**src/sbtc_pkg.sv**
```systemverilog
// Constants and types for the sixteen-bit timer/counter.
`default_nettype none
package sbtc_pkg;
  // ********************************************************************
  // Register map, one aligned word each
  // ********************************************************************
  localparam logic [7:0] SBTC_ADDR_CTRL = 8'h00;
  localparam logic [7:0] SBTC_ADDR_LOW = 8'h04;
  localparam logic [7:0] SBTC_ADDR_HIGH = 8'h08;
  localparam logic [7:0] SBTC_ADDR_FLAG = 8'h0C;
  localparam logic [7:0] SBTC_ADDR_IEN = 8'h10;
  localparam logic [7:0] SBTC_ADDR_OSC = 8'h14;
  localparam logic [7:0] SBTC_ADDR_CMP = 8'h18;
  localparam logic [7:0] SBTC_ADDR_PORT = 8'h1C;
  // ********************************************************************
  // Timer control fields
  // ********************************************************************
  localparam int SBTC_RUN_BIT = 0;
  localparam int SBTC_SRC_BIT = 1;
  localparam int SBTC_NSYNC_BIT = 2;
  localparam int SBTC_OSCEN_BIT = 3;
  localparam int SBTC_PS_LO = 4;
  localparam int SBTC_STATUS_BIT = 6;
  localparam int SBTC_WIDE_BIT = 7;
  localparam int SBTC_LP_BIT = 8;
  localparam int SBTC_IDLE_ENABLE_BIT_BIT = 7;
  localparam int SBTC_CMP2_LO = 4;
  localparam int SBTC_SLEEP_BIT = 8;
  localparam logic [1:0] SBTC_SCS_SEC = 2'h1;
  localparam logic [3:0] SBTC_CMP_SPECIAL = 4'hB;
  localparam logic [15:0] SBTC_COUNT_MAX = 16'hFFFF;
  localparam logic [15:0] SBTC_COUNT_ZERO = 16'h0000;
  localparam logic [7:0] SBTC_BYTE_ZERO = 8'h00;
  localparam logic [2:0] SBTC_PS_ZERO = 3'h0;
  localparam logic [2:0] SBTC_PS_ONE = 3'h1;
  // Instruction cycle is a quarter of the oscillator rate
  localparam logic [1:0] SBTC_QUARTER_LAST = 2'h3;
  // ********************************************************************
  // Power-managed modes
  // ********************************************************************
  typedef enum logic [1:0] {
    SBTC_PM_PRI = 2'b00,
    SBTC_PM_SEC_RUN = 2'b01,
    SBTC_PM_SEC_IDLE = 2'b10
  } sbtc_pm_t;
endpackage : sbtc_pkg
`default_nettype wire

```
**src/sbtc_timer.sv**
```systemverilog
// Sixteen-bit timer/counter with APB register slave.
`default_nettype none
// How it works
// - Timer, sync counter, async counter modes
// - Source zero counts each instruction cycle
// - Source one counts external pin rising edges, oscillator pin edges when oscillator enabled
// - Enabled timer forces pins input, reads zero
// - Wide mode: low read snapshots high byte
// - Wide mode: high write buffered, loaded later
// - Wide mode: high byte only via buffer
// - Low write clears prescaler, high does not
// - Oscillator enable bit starts crystal oscillator
// - Oscillator keeps running in power modes
// - Clock select 01 with oscillator enable set enters secondary run
// - Sleep without idle enters secondary idle
// - Status flag shows oscillator clocks system
// - Low-power bit lowers oscillator power
// - Wrap sets overflow flag bit 0
// - Interrupt only while enable bit set
// - Compare special mode trigger resets counter
// - Second compare trigger starts conversion
// - Trigger reset only in synchronous modes
// - Software write beats trigger reset
// - Trigger reset never sets overflow flag
// - Counts only while run bit set
module sbtc_timer
  import sbtc_pkg::*;
#(
  parameter int PS_BITS = 3
) (
  input wire logic CORE_CLK,
  input wire logic SRST,
  input wire logic PSEL,
  input wire logic PENABLE,
  input wire logic PWRITE,
  input wire logic [7:0] PADDR,
  input wire logic [31:0] PWDATA,
  output logic [31:0] PRDATA,
  output logic PREADY,
  output logic PSLVERR,
  input wire logic EXT_CLK_IN,
  input wire logic OSC_CLK_IN,
  input wire logic CMP1_TRIG,
  input wire logic CMP2_TRIG,
  input wire logic ADC_ENABLED,
  input wire logic SLEEP_EXEC,
  input wire logic [1:0] PORT_DIR_IN,
  output logic [1:0] PIN_OUT_EN,
  output logic OSC_ENABLE,
  output logic OSC_LOW_POWER,
  output logic SYS_CLK_FROM_OSC,
  output logic CPU_IDLE,
  output logic ADC_START,
  output logic OVF_IRQ
);
  // ********************************************************************
  // Elaboration checks
  // ********************************************************************
  if (PS_BITS != 3) begin : g_bad_ps
    $error("PS_BITS must be 3");
  end
  // ********************************************************************
  // Registers and bus decode
  // ********************************************************************
  logic run_bit, source_select_bit, nsync_bit, osc_enable_bit, wide_access_bit;
  logic low_power_config_bit, idle_enable_bit, overflow_flag, overflow_irq_enable;
  logic [1:0] prescale_sel, system_clock_select;
  logic [3:0] compare_one_mode, compare_two_mode;
  logic [7:0] count_low_byte, count_high_byte, high_buffer;
  logic [2:0] prescale_count;
  logic [1:0] quarter;
  logic ext_q, osc_q;
  sbtc_pm_t pm_mode;
  logic access, wr, rd, wr_low, wr_high, rd_low, mapped;
  logic tick, edge_in, ps_done, wrap, trig;
  logic [2:0] ps_limit;
  logic [15:0] count_now;

  assign access = PSEL && PENABLE && PREADY;
  assign wr = access && PWRITE;
  assign rd = access && !PWRITE;
  assign wr_low = wr && (PADDR == SBTC_ADDR_LOW);
  assign wr_high = wr && (PADDR == SBTC_ADDR_HIGH);
  assign rd_low = rd && (PADDR == SBTC_ADDR_LOW);
  assign mapped = (PADDR == SBTC_ADDR_CTRL) || (PADDR == SBTC_ADDR_LOW) ||
                  (PADDR == SBTC_ADDR_HIGH) || (PADDR == SBTC_ADDR_FLAG) ||
                  (PADDR == SBTC_ADDR_IEN) || (PADDR == SBTC_ADDR_OSC) ||
                  (PADDR == SBTC_ADDR_CMP) || (PADDR == SBTC_ADDR_PORT);
  assign count_now = {count_high_byte, count_low_byte};

  // Ready one cycle after setup: every access has one wait-free access phase
  always_ff @(posedge CORE_CLK) begin
    if (SRST) begin
      PREADY <= 1'b0;
    end else begin
      PREADY <= PSEL && !PENABLE;
    end
  end

  // Control register writes
  always_ff @(posedge CORE_CLK) begin
    if (SRST) begin
      run_bit <= 1'b0;
      source_select_bit <= 1'b0;
      nsync_bit <= 1'b0;
      osc_enable_bit <= 1'b0;
      prescale_sel <= 2'h0;
      wide_access_bit <= 1'b0;
      low_power_config_bit <= 1'b0; // Higher power is the default
    end else if (wr && PADDR == SBTC_ADDR_CTRL) begin
      run_bit <= PWDATA[SBTC_RUN_BIT];
      source_select_bit <= PWDATA[SBTC_SRC_BIT];
      nsync_bit <= PWDATA[SBTC_NSYNC_BIT];
      osc_enable_bit <= PWDATA[SBTC_OSCEN_BIT];
      prescale_sel <= PWDATA[SBTC_PS_LO +: 2];
      wide_access_bit <= PWDATA[SBTC_WIDE_BIT];
      low_power_config_bit <= PWDATA[SBTC_LP_BIT];
    end
  end

  // Oscillator control, enable and compare mode registers
  always_ff @(posedge CORE_CLK) begin
    if (SRST) begin
      system_clock_select <= 2'h0;
      idle_enable_bit <= 1'b0;
      overflow_irq_enable <= 1'b0;
      compare_one_mode <= 4'h0;
      compare_two_mode <= 4'h0;
    end else begin
      if (wr && PADDR == SBTC_ADDR_OSC) begin
        system_clock_select <= PWDATA[1:0];
        idle_enable_bit <= PWDATA[SBTC_IDLE_ENABLE_BIT_BIT];
      end
      if (wr && PADDR == SBTC_ADDR_IEN) begin
        overflow_irq_enable <= PWDATA[0];
      end
      if (wr && PADDR == SBTC_ADDR_CMP) begin
        compare_one_mode <= PWDATA[3:0];
        compare_two_mode <= PWDATA[SBTC_CMP2_LO +: 4];
      end
    end
  end

  // ********************************************************************
  // Clock sources and prescaler
  // ********************************************************************
  // Input samplers; inputs are already synchronous, only edges are found
  always_ff @(posedge CORE_CLK) begin
    if (SRST) begin
      ext_q <= 1'b0;
      osc_q <= 1'b0;
      quarter <= 2'h0;
    end else begin
      ext_q <= EXT_CLK_IN;
      osc_q <= OSC_CLK_IN;
      quarter <= quarter + 2'h1;
    end
  end

  // Oscillator pin wins over the external pin when enabled
  assign edge_in = osc_enable_bit ? (OSC_CLK_IN && !osc_q) : (EXT_CLK_IN && !ext_q);
  assign tick = run_bit && (source_select_bit ? edge_in : (quarter == SBTC_QUARTER_LAST));
  assign ps_limit = (SBTC_PS_ONE << prescale_sel) - SBTC_PS_ONE;
  assign ps_done = tick && (prescale_count == ps_limit);
  assign wrap = ps_done && (count_now == SBTC_COUNT_MAX);
  // Async mode may miss the trigger; here it is simply not honoured
  assign trig = !(source_select_bit && nsync_bit) &&
                ((CMP1_TRIG && compare_one_mode == SBTC_CMP_SPECIAL) ||
                 (CMP2_TRIG && compare_two_mode == SBTC_CMP_SPECIAL));

  // Prescaler: cleared by low-byte writes only
  always_ff @(posedge CORE_CLK) begin
    if (SRST) begin
      prescale_count <= SBTC_PS_ZERO;
    end else if (wr_low) begin
      prescale_count <= SBTC_PS_ZERO;
    end else if (ps_done) begin
      prescale_count <= SBTC_PS_ZERO;
    end else if (tick) begin
      prescale_count <= prescale_count + SBTC_PS_ONE;
    end
  end

  // ********************************************************************
  // Counter and high-byte buffer
  // ********************************************************************
  // Write beats trigger; trigger beats counting
  always_ff @(posedge CORE_CLK) begin
    if (SRST) begin
      count_low_byte <= SBTC_BYTE_ZERO;
      count_high_byte <= SBTC_BYTE_ZERO;
    end else if (wr_low || wr_high) begin
      if (wr_low) begin
        count_low_byte <= PWDATA[7:0];
        if (wide_access_bit) begin
          count_high_byte <= high_buffer;
        end
      end
      if (wr_high && !wide_access_bit) begin
        count_high_byte <= PWDATA[7:0];
      end
    end else if (trig) begin
      count_low_byte <= SBTC_BYTE_ZERO;
      count_high_byte <= SBTC_BYTE_ZERO;
    end else if (ps_done) begin
      {count_high_byte, count_low_byte} <= count_now + 16'h0001;
    end
  end

  // Buffer takes high writes and low-read snapshots
  always_ff @(posedge CORE_CLK) begin
    if (SRST) begin
      high_buffer <= SBTC_BYTE_ZERO;
    end else if (wide_access_bit && wr_high) begin
      high_buffer <= PWDATA[7:0];
    end else if (wide_access_bit && rd_low) begin
      high_buffer <= count_high_byte;
    end
  end

  // Overflow flag: set beats software clear; trigger never sets it
  always_ff @(posedge CORE_CLK) begin
    if (SRST) begin
      overflow_flag <= 1'b0;
    end else if (wrap && !trig && !(wr_low || wr_high)) begin
      overflow_flag <= 1'b1;
    end else if (wr && PADDR == SBTC_ADDR_FLAG) begin
      overflow_flag <= PWDATA[0];
    end
  end

  // ********************************************************************
  // Power modes and clock status
  // ********************************************************************
  // Sleep while on oscillator without idle enable goes to secondary idle
  always_ff @(posedge CORE_CLK) begin
    if (SRST) begin
      pm_mode <= SBTC_PM_PRI;
    end else begin
      case (pm_mode)
        SBTC_PM_PRI: begin
          if (system_clock_select == SBTC_SCS_SEC && osc_enable_bit) begin
            pm_mode <= SBTC_PM_SEC_RUN;
          end
        end
        SBTC_PM_SEC_RUN: begin
          if (system_clock_select != SBTC_SCS_SEC || !osc_enable_bit) begin
            pm_mode <= SBTC_PM_PRI;
          end else if (SLEEP_EXEC && !idle_enable_bit) begin
            pm_mode <= SBTC_PM_SEC_IDLE;
          end
        end
        SBTC_PM_SEC_IDLE: begin
          if (!SLEEP_EXEC) begin
            pm_mode <= SBTC_PM_SEC_RUN;
          end
        end
        default: pm_mode <= SBTC_PM_PRI;
      endcase
    end
  end

  // Registered outputs; oscillator enable ignores power mode
  always_ff @(posedge CORE_CLK) begin
    if (SRST) begin
      OSC_ENABLE <= 1'b0;
      OSC_LOW_POWER <= 1'b0;
      SYS_CLK_FROM_OSC <= 1'b0;
      CPU_IDLE <= 1'b0;
      ADC_START <= 1'b0;
      OVF_IRQ <= 1'b0;
      PIN_OUT_EN <= 2'h0;
    end else begin
      OSC_ENABLE <= osc_enable_bit;
      OSC_LOW_POWER <= low_power_config_bit;
      SYS_CLK_FROM_OSC <= (pm_mode != SBTC_PM_PRI);
      CPU_IDLE <= (pm_mode == SBTC_PM_SEC_IDLE);
      ADC_START <= CMP2_TRIG && compare_two_mode == SBTC_CMP_SPECIAL && ADC_ENABLED;
      OVF_IRQ <= (overflow_flag || (wrap && !trig && !(wr_low || wr_high))) &&
                 overflow_irq_enable;
      PIN_OUT_EN <= run_bit ? 2'h0 : ~PORT_DIR_IN;
    end
  end

  // ********************************************************************
  // Read data
  // ********************************************************************
  always_ff @(posedge CORE_CLK) begin
    if (SRST) begin
      PRDATA <= 32'h0000_0000;
      PSLVERR <= 1'b0;
    end else begin
      PRDATA <= 32'h0000_0000;
      PSLVERR <= PSEL && !PENABLE && !mapped;
      if (PSEL && !PENABLE && !PWRITE) begin
        case (PADDR)
          SBTC_ADDR_CTRL: PRDATA[8:0] <= {low_power_config_bit, wide_access_bit,
              (pm_mode != SBTC_PM_PRI), prescale_sel, osc_enable_bit, nsync_bit,
              source_select_bit, run_bit};
          SBTC_ADDR_LOW: PRDATA[7:0] <= count_low_byte;
          SBTC_ADDR_HIGH: PRDATA[7:0] <= wide_access_bit ? high_buffer
                                                         : count_high_byte;
          SBTC_ADDR_FLAG: PRDATA[0] <= overflow_flag;
          SBTC_ADDR_IEN: PRDATA[0] <= overflow_irq_enable;
          SBTC_ADDR_OSC: PRDATA[7:0] <= {idle_enable_bit, 5'h00, system_clock_select};
          SBTC_ADDR_CMP: PRDATA[7:0] <= {compare_two_mode, compare_one_mode};
          SBTC_ADDR_PORT: PRDATA[1:0] <= run_bit ? 2'h0 : PORT_DIR_IN;
          default: PRDATA <= 32'h0000_0000;
        endcase
      end
    end
  end

  // ********************************************************************
  // Checks
  // ********************************************************************
  pins_input_a: assert property (@(posedge CORE_CLK) disable iff (SRST)
    run_bit |=> PIN_OUT_EN == 2'h0) else $error("pins driven while enabled");
  stop_hold_a: assert property (@(posedge CORE_CLK) disable iff (SRST)
    !run_bit && !wr && !trig |=> $stable(count_now)) else $error("count moved");
  wrap_flag_a: assert property (@(posedge CORE_CLK) disable iff (SRST)
    wrap && !trig && !wr |=> overflow_flag && count_now == SBTC_COUNT_ZERO)
    else $error("wrap lost");
  trig_reset_a: assert property (@(posedge CORE_CLK) disable iff (SRST)
    trig && !wr_low && !wr_high |=> count_now == SBTC_COUNT_ZERO)
    else $error("trigger no reset");
  write_wins_a: assert property (@(posedge CORE_CLK) disable iff (SRST)
    trig && wr_low |=> count_low_byte == $past(PWDATA[7:0]))
    else $error("write lost to trigger");
  trig_noflag_a: assert property (@(posedge CORE_CLK) disable iff (SRST)
    trig && !overflow_flag && !wr |=> !overflow_flag) else $error("trig set flag");
  snap_high_a: assert property (@(posedge CORE_CLK) disable iff (SRST)
    wide_access_bit && rd_low |=> high_buffer == $past(count_high_byte))
    else $error("no snapshot");
  irq_gate_a: assert property (@(posedge CORE_CLK) disable iff (SRST)
    !overflow_irq_enable |=> !OVF_IRQ) else $error("irq while masked");
  ps_clear_a: assert property (@(posedge CORE_CLK) disable iff (SRST)
    wr_low |=> prescale_count == SBTC_PS_ZERO) else $error("prescaler kept");
  status_a: assert property (@(posedge CORE_CLK) disable iff (SRST)
    pm_mode == SBTC_PM_PRI ##1 pm_mode == SBTC_PM_PRI |-> !SYS_CLK_FROM_OSC)
    else $error("status wrong");
endmodule : sbtc_timer
`default_nettype wire

```
**config.mk**
```make
export PLATFORM = sky130hd
export DESIGN_NAME = sbtc_timer
export DESIGN_NICKNAME = d
export VERILOG_FILES = /design/src/sbtc_pkg.sv /design/src/sbtc_timer.sv
export SDC_FILE = /design/constraint.sdc
export NUM_CORES = 1
export LEC_CHECK = 0
export ABC_AREA = 1
export CORE_UTILIZATION = 60
export CTS_CLUSTER_DIAMETER = 40
export DETAILED_ROUTE_END_ITERATION = 10
export DONT_BUFFER_PORTS = 1
export PLACE_DENSITY = 0.76
export SYNTH_ARGS = -nofsm -noshare
export SYNTH_HDL_FRONTEND = slang
export SYNTH_SLANG_ARGS = --single-unit
```
**constraint.sdc**
```tcl
create_clock -name CORE_CLK -period 4 [get_ports CORE_CLK]
set_input_delay 0.4 -clock CORE_CLK [delete_from_list [all_inputs] [get_ports CORE_CLK]]
set_output_delay 0.4 -clock CORE_CLK [all_outputs]
set_load 0.01 [all_outputs]
```
======== After elaboration in Yosys (flattened, before gate mapping) ========
Cells that the tools add are included.
cells by class
  add/subtract/negate cells ............... 4
  equality and inequality tests ........... 21
  shifts and indexed selects .............. 1
  muxes and demuxes ....................... 25
  bitwise operators ....................... 3
  reductions and logical operators ........ 68
operator list
  kind                                                                   number
  8-bit two-way mux                                                      12
  1-bit logical AND                                                      33
  8-bit by 5-bit equality test with 1-bit output, second input constant  4
  6-bit case mux with 5 select lines                                     1
  16-bit by 1-bit adder with 16-bit output, second input constant        1
  16-bit equality test, second input constant                            1
  8-bit by 4-bit equality test with 1-bit output, second input constant  2
  1-bit zero test                                                        11
  1-bit logical OR                                                       11
  2-bit two-way mux                                                      5
  4-bit equality test, second input constant                             2
  8-bit by 3-bit equality test with 1-bit output, second input constant  1
  8-bit zero test                                                        1
  1-bit case mux with 8 select lines                                     1
  2-bit inequality test, second input constant                           3
  3-bit inequality test, second input constant                           2
  1-bit case mux with 6 select lines                                     1
  2-bit case mux with 3 select lines                                     1
  2-bit nonzero test                                                     3
  3-bit OR reduction                                                     2
  2-bit by 1-bit equality test with 1-bit output, second input constant  2
  2-bit equality test, second input constant                             2
  1-bit two-way mux                                                      4
  2-bit AND reduction                                                    2
  other kinds (12)                                                       14
word-level totals
  register bits after elaboration ......... 96
  output and inout port bits .............. 42
  word-level logic and storage cells ...... 155

======== Logic depth before layout (Yosys ltp) ========
  depth after elaboration ................. 11
  mapped depth ............................ 12
  mapped depth without buffers ............ 12

======== Least setup slack after synthesis ========
OpenSTA, ideal clock, no wires.
  path kind ............................... input to register
  start point ............................. input port PADDR[5]
  end point ............................... register count_high_byte[0]
  setup time .............................. 0.112 ns
  data arrival time ....................... 1.363 ns
  required time ........................... 3.888 ns
  setup slack ............................. 2.526 ns
  stages .................................. 11
  path buffers ............................ 1
  cell sequence ........................... nor2_2 nand2_4 inv_4 nand3_4 nand2_4 inv_2 nand2_4 buf_6 nand3_1 nand2_1 nor2_1
between the ends
  word-level cells in the longest chain between the ends .. 5
RTL lines
  item                                                                                                                     RTL line                              text
  from (decl)                                                                                                              sbtc_timer.sv:36                      input wire logic [7:0] PADDR,
  8-bit by 4-bit equality test with 1-bit output / 8-bit by 3-bit equality test with 1-bit output (equally long branches)  sbtc_timer.sv:83, sbtc_timer.sv:82
  1-bit logical AND (on tied branches)                                                                                     sbtc_timer.sv:83, sbtc_timer.sv:82
  1-bit logical AND / 1-bit logical OR (equally long branches)                                                             sbtc_timer.sv:199, sbtc_timer.sv:192
  3-bit inequality test (no line) (tied with other cells)                                                                  -
  2-bit AND reduction (no line) / 8-bit two-way mux (equally long branches)                                                -
  to (signal assigned)                                                                                                     sbtc_timer.sv:196                     count_high_byte <= high_buffer;
  to (signal assigned)                                                                                                     sbtc_timer.sv:200                     count_high_byte <= PWDATA[7:0];
  to (signal assigned)                                                                                                     sbtc_timer.sv:206                     {count_high_byte, count_low_byte} <= count_now + 16'h0001;
  to (decl)                                                                                                                sbtc_timer.sv:69                      logic [7:0] count_low_byte, count_high_byte, high_buffer;
Several ways; a longest one is shown, not always the timed one.
A chain may end at the register's enable or synchronous reset.

======== Worst setup path in the final report ========
  start point ............................. register PREADY
  end point ............................... register count_low_byte[1]
between the ends
  word-level cells in the longest chain between the ends .. 6
RTL lines
  item                                                                          RTL line                            text
  from (decl)                                                                   sbtc_timer.sv:39                    output logic PREADY,
  from (signal assigned)                                                        sbtc_timer.sv:96                    PREADY <= PSEL && !PENABLE;
  1-bit logical AND *                                                           sbtc_timer.sv:79                    assign access = PSEL && PENABLE && PREADY;
  1-bit logical AND *                                                           sbtc_timer.sv:80                    assign wr = access && PWRITE;
  1-bit logical AND (on tied branches)                                          sbtc_timer.sv:82, sbtc_timer.sv:83
  1-bit logical OR                                                              sbtc_timer.sv:192                   end else if (wr_low || wr_high) begin
  2-bit inequality test (no line) / 3-bit nonzero test (equally long branches)  -
  2-bit AND reduction (no line)                                                 -
  to (signal assigned)                                                          sbtc_timer.sv:194                   count_low_byte <= PWDATA[7:0];
  to (signal assigned)                                                          sbtc_timer.sv:206
  to (decl)                                                                     sbtc_timer.sv:69
Every way passes the cells marked *; elsewhere a longest branch is shown, timed or not.

==> results.yml <==
run_status:
  outcome: "complete, no violations"
detailed_routing:
  drt-initial-drc-count: 413
  dr.pass1.iters: 6
  post_drt_wl_per_cell_um: 15.2
  drt_wl_total_um: 11200
  via_count: 4157
  drc: 0
  ant_nets: 0
  vias_per_cell: 5.64
timing:
  setup_tns_ns: 0
  finalCritPeriodShare: 0.577
  max_freq_ghz: 0.433
  fin_ws_ns: 1.69
  slew_violations: 0
  hold_violations: 0
  rsz0062_at_grt: "no"
  setup_viol: 0
  clock_skew_ns: 0.0117
  period_needed_ns: 2.31
finish:
  area_delta_synth_final_pct: 1.99
  fin_util: 0.638
  final.fill_count: 665
  fin_area_um2: 4360
  drive_above_1_share: 0.0874
  finalNonFillerCells: 737
  multiInputGateArea_um2: 2310
  nets: 692
  antenna_cells: 0
  ff_latch_area_um2: 1460
clock_tree:
  post_cts_buffers: 0
  clkTransAtPathRegs_ns: 0.09
  clock-sinks: 73
  cts-root-buf: "clkbuf_8"
  cts_hold_buf: 0
  clk_latency_ns: 0.37
  h-tree-depth: 3
  numCtsBuffers: 9
  cts_tree: "done"
  clockBufferDepth: 2
  cts_resized: 0
placed_design:
  gp_congestion: 0.974
  place_area_um2: 4180
  post-place-ws_ns: 1.77
  placed_cells: 721
  place.port_buffers: 0
  dp_hpwl_um: 8170
synth:
  synth.avg_cell_area_um2: 6.63
  synth.top_cell.area_share: 0.342
  synth_area_leaders: "dfxtp_1 (34%), nand2_1 (13%), nor2_1 (6.8%)"
  synth_top_area_cell: "dfxtp_1"
  yosys_warnings: 0
  yosysMostFrequentCell: "nand2_1"
  ys.flop_type: "dfxtp_1"
  synth_cell_types: 38
  synth-edff-count: 0
  synth_cells: 645
  synth_area_um2: 4270
  synth_common_cells: "nand2_1 (151), nor2_1 (77), dfxtp_1 (73), inv_1 (62), nand3_1 (55)"
  ys_ff_latch: 73
  async_reset_ff_frac: 0
  yosysSeqAreaShare: 0.342
critical_path:
  required_ns: 4.30
  start_kind: "flip-flop"
  cp_max_fo: 23
  critPathBufInv: 1
  crit_type: "reg2reg"
  endpoint_kind: "flip-flop"
  cp_top_family: "simple AND/OR/NAND/NOR gates"
  path_cells: "nand3_1 -> nor2_4 -> nand3_4 -> nand2_4 -> inv_2 -> nand2_4 -> nand2_1 -> nand2_1 -> nand2_1 -> nor2_1"
  cpMostUsedCell: "nand2_1"
  slowest_delay_ns: 0.40
  arrival_ns: 2.61
  slowest_stage: "dfxtp_1"
global_route:
  grt_max_degree: 43
  grt_overflow_total: 0
  track_usage: 0.311
  first_global_vias: 3585
  antenna_found_initial: 0
  grt_pass1_wl_um: 17700
pwr:
  leakage_nw: 1.91
  ir_drop_mv: 0.193
  p_per_area_nw_per_um2: 309
floorplan:
  coreArea_um2: 6830
  die_area_um2: 7460
  die_x_um: 86.4
  pin_count: 95
  fp.dieH_um: 86.4
  rows: 30
  initial_core_util: 0.626
hold_path:
  hp-class: "in2reg"
run:
  max_cap_viol_count: 0
## through the flow
step                      power [mW]  hold WS, ns
final                           1.35       0.0902
after floorplan                0.810        0.399
after detailed placement       0.798        0.421
after global placement         0.797        0.409
after global routing            1.38       0.0836
after CTS                       1.34       0.0877
## path summary, 6_finish.rpt
check | from | endpoint | slack (ns) | cells past startpoint
worst max register to register | PREADY$_SDFF_PP0_ | count_low_byte[1]$_SDFFE_PP0P_ | 1.69 | 10
worst max-delay path | PREADY$_SDFF_PP0_ | count_low_byte[1]$_SDFFE_PP0P_ | 1.69 | 10
worst min register to register | quarter[0]$_SDFF_PP0_ | quarter[0]$_SDFF_PP0_ | 0.42 | 1
worst min-delay path | SRST | compare_one_mode[1]$_SDFFE_PP0P_ | 0.09 | 1
## sequential cells by signal (all words and copies together) (netlist names), 2 cells and up
name                 cells
PRDATA                   9
count_high_byte          8
count_low_byte           8
high_buffer              8
compare_one_mode         4
compare_two_mode         4
prescale_count           3
PIN_OUT_EN               2
pm_mode                  2
prescale_sel             2
quarter                  2
system_clock_select      2
## kinds of logic (layout without fill, tap and decap cells)
kind of cell             after synthesis  after routing  synth area share
AO/OA/AOI/OAI                        118            118             0.150
XOR/XNOR                               7              7            0.0143
adder cells (fa/ha/maj)                3              3           0.00878
buffers and inverters                115             89             0.136
flip-flops                            73             73             0.342
other                                  1             23          0.000877
AND/OR/NAND/NOR                      328            328             0.348
## report_power, final
group	switching, mW	total, mW	internal [mW]
registers	0.00274	0.734	0.731
clock network	0.327	0.563	0.236
logic	0.0380	0.0492	0.0112
total	0.368	1.35	0.978
## cell type report
class,instances,area share
Tap cell,96,0.0276
Clock buffer,9,0.0284
Multi-Input combinational cell,479,0.531
Clock inverter,7,0.0138
Inverter,72,0.0626
Sequential cell,73,0.335
Timing Repair Buffer,1,0.00172
## per-layer routing
metal / global-route usage / wire length (um)
met1: 0.423 / 4830
met2: 0.478 / 5010
met3: 0.0686 / 1050
met4: 0.124 / 317
met5: 0 / 0
## placed cells by master (no fill, tap or decap), drive strengths merged
cell      instances
nor3              7
nand3b            2
o21ai            53
a311oi            1
nor3b             1
a31oi             7
inv              76
a21boi            1
xor2              6
a21oi            43
clkbuf            9
nand2           162
nor2             89
clkinvlp          3
nand4             8
conb             23
dfxtp            73
a211oi            1
xnor2             1
o22ai            10
a41oi             1
ha                3
or2               3
nand3            56
buf               1
o41ai             1
No activity file was read; power rests on OpenSTA's default activity.
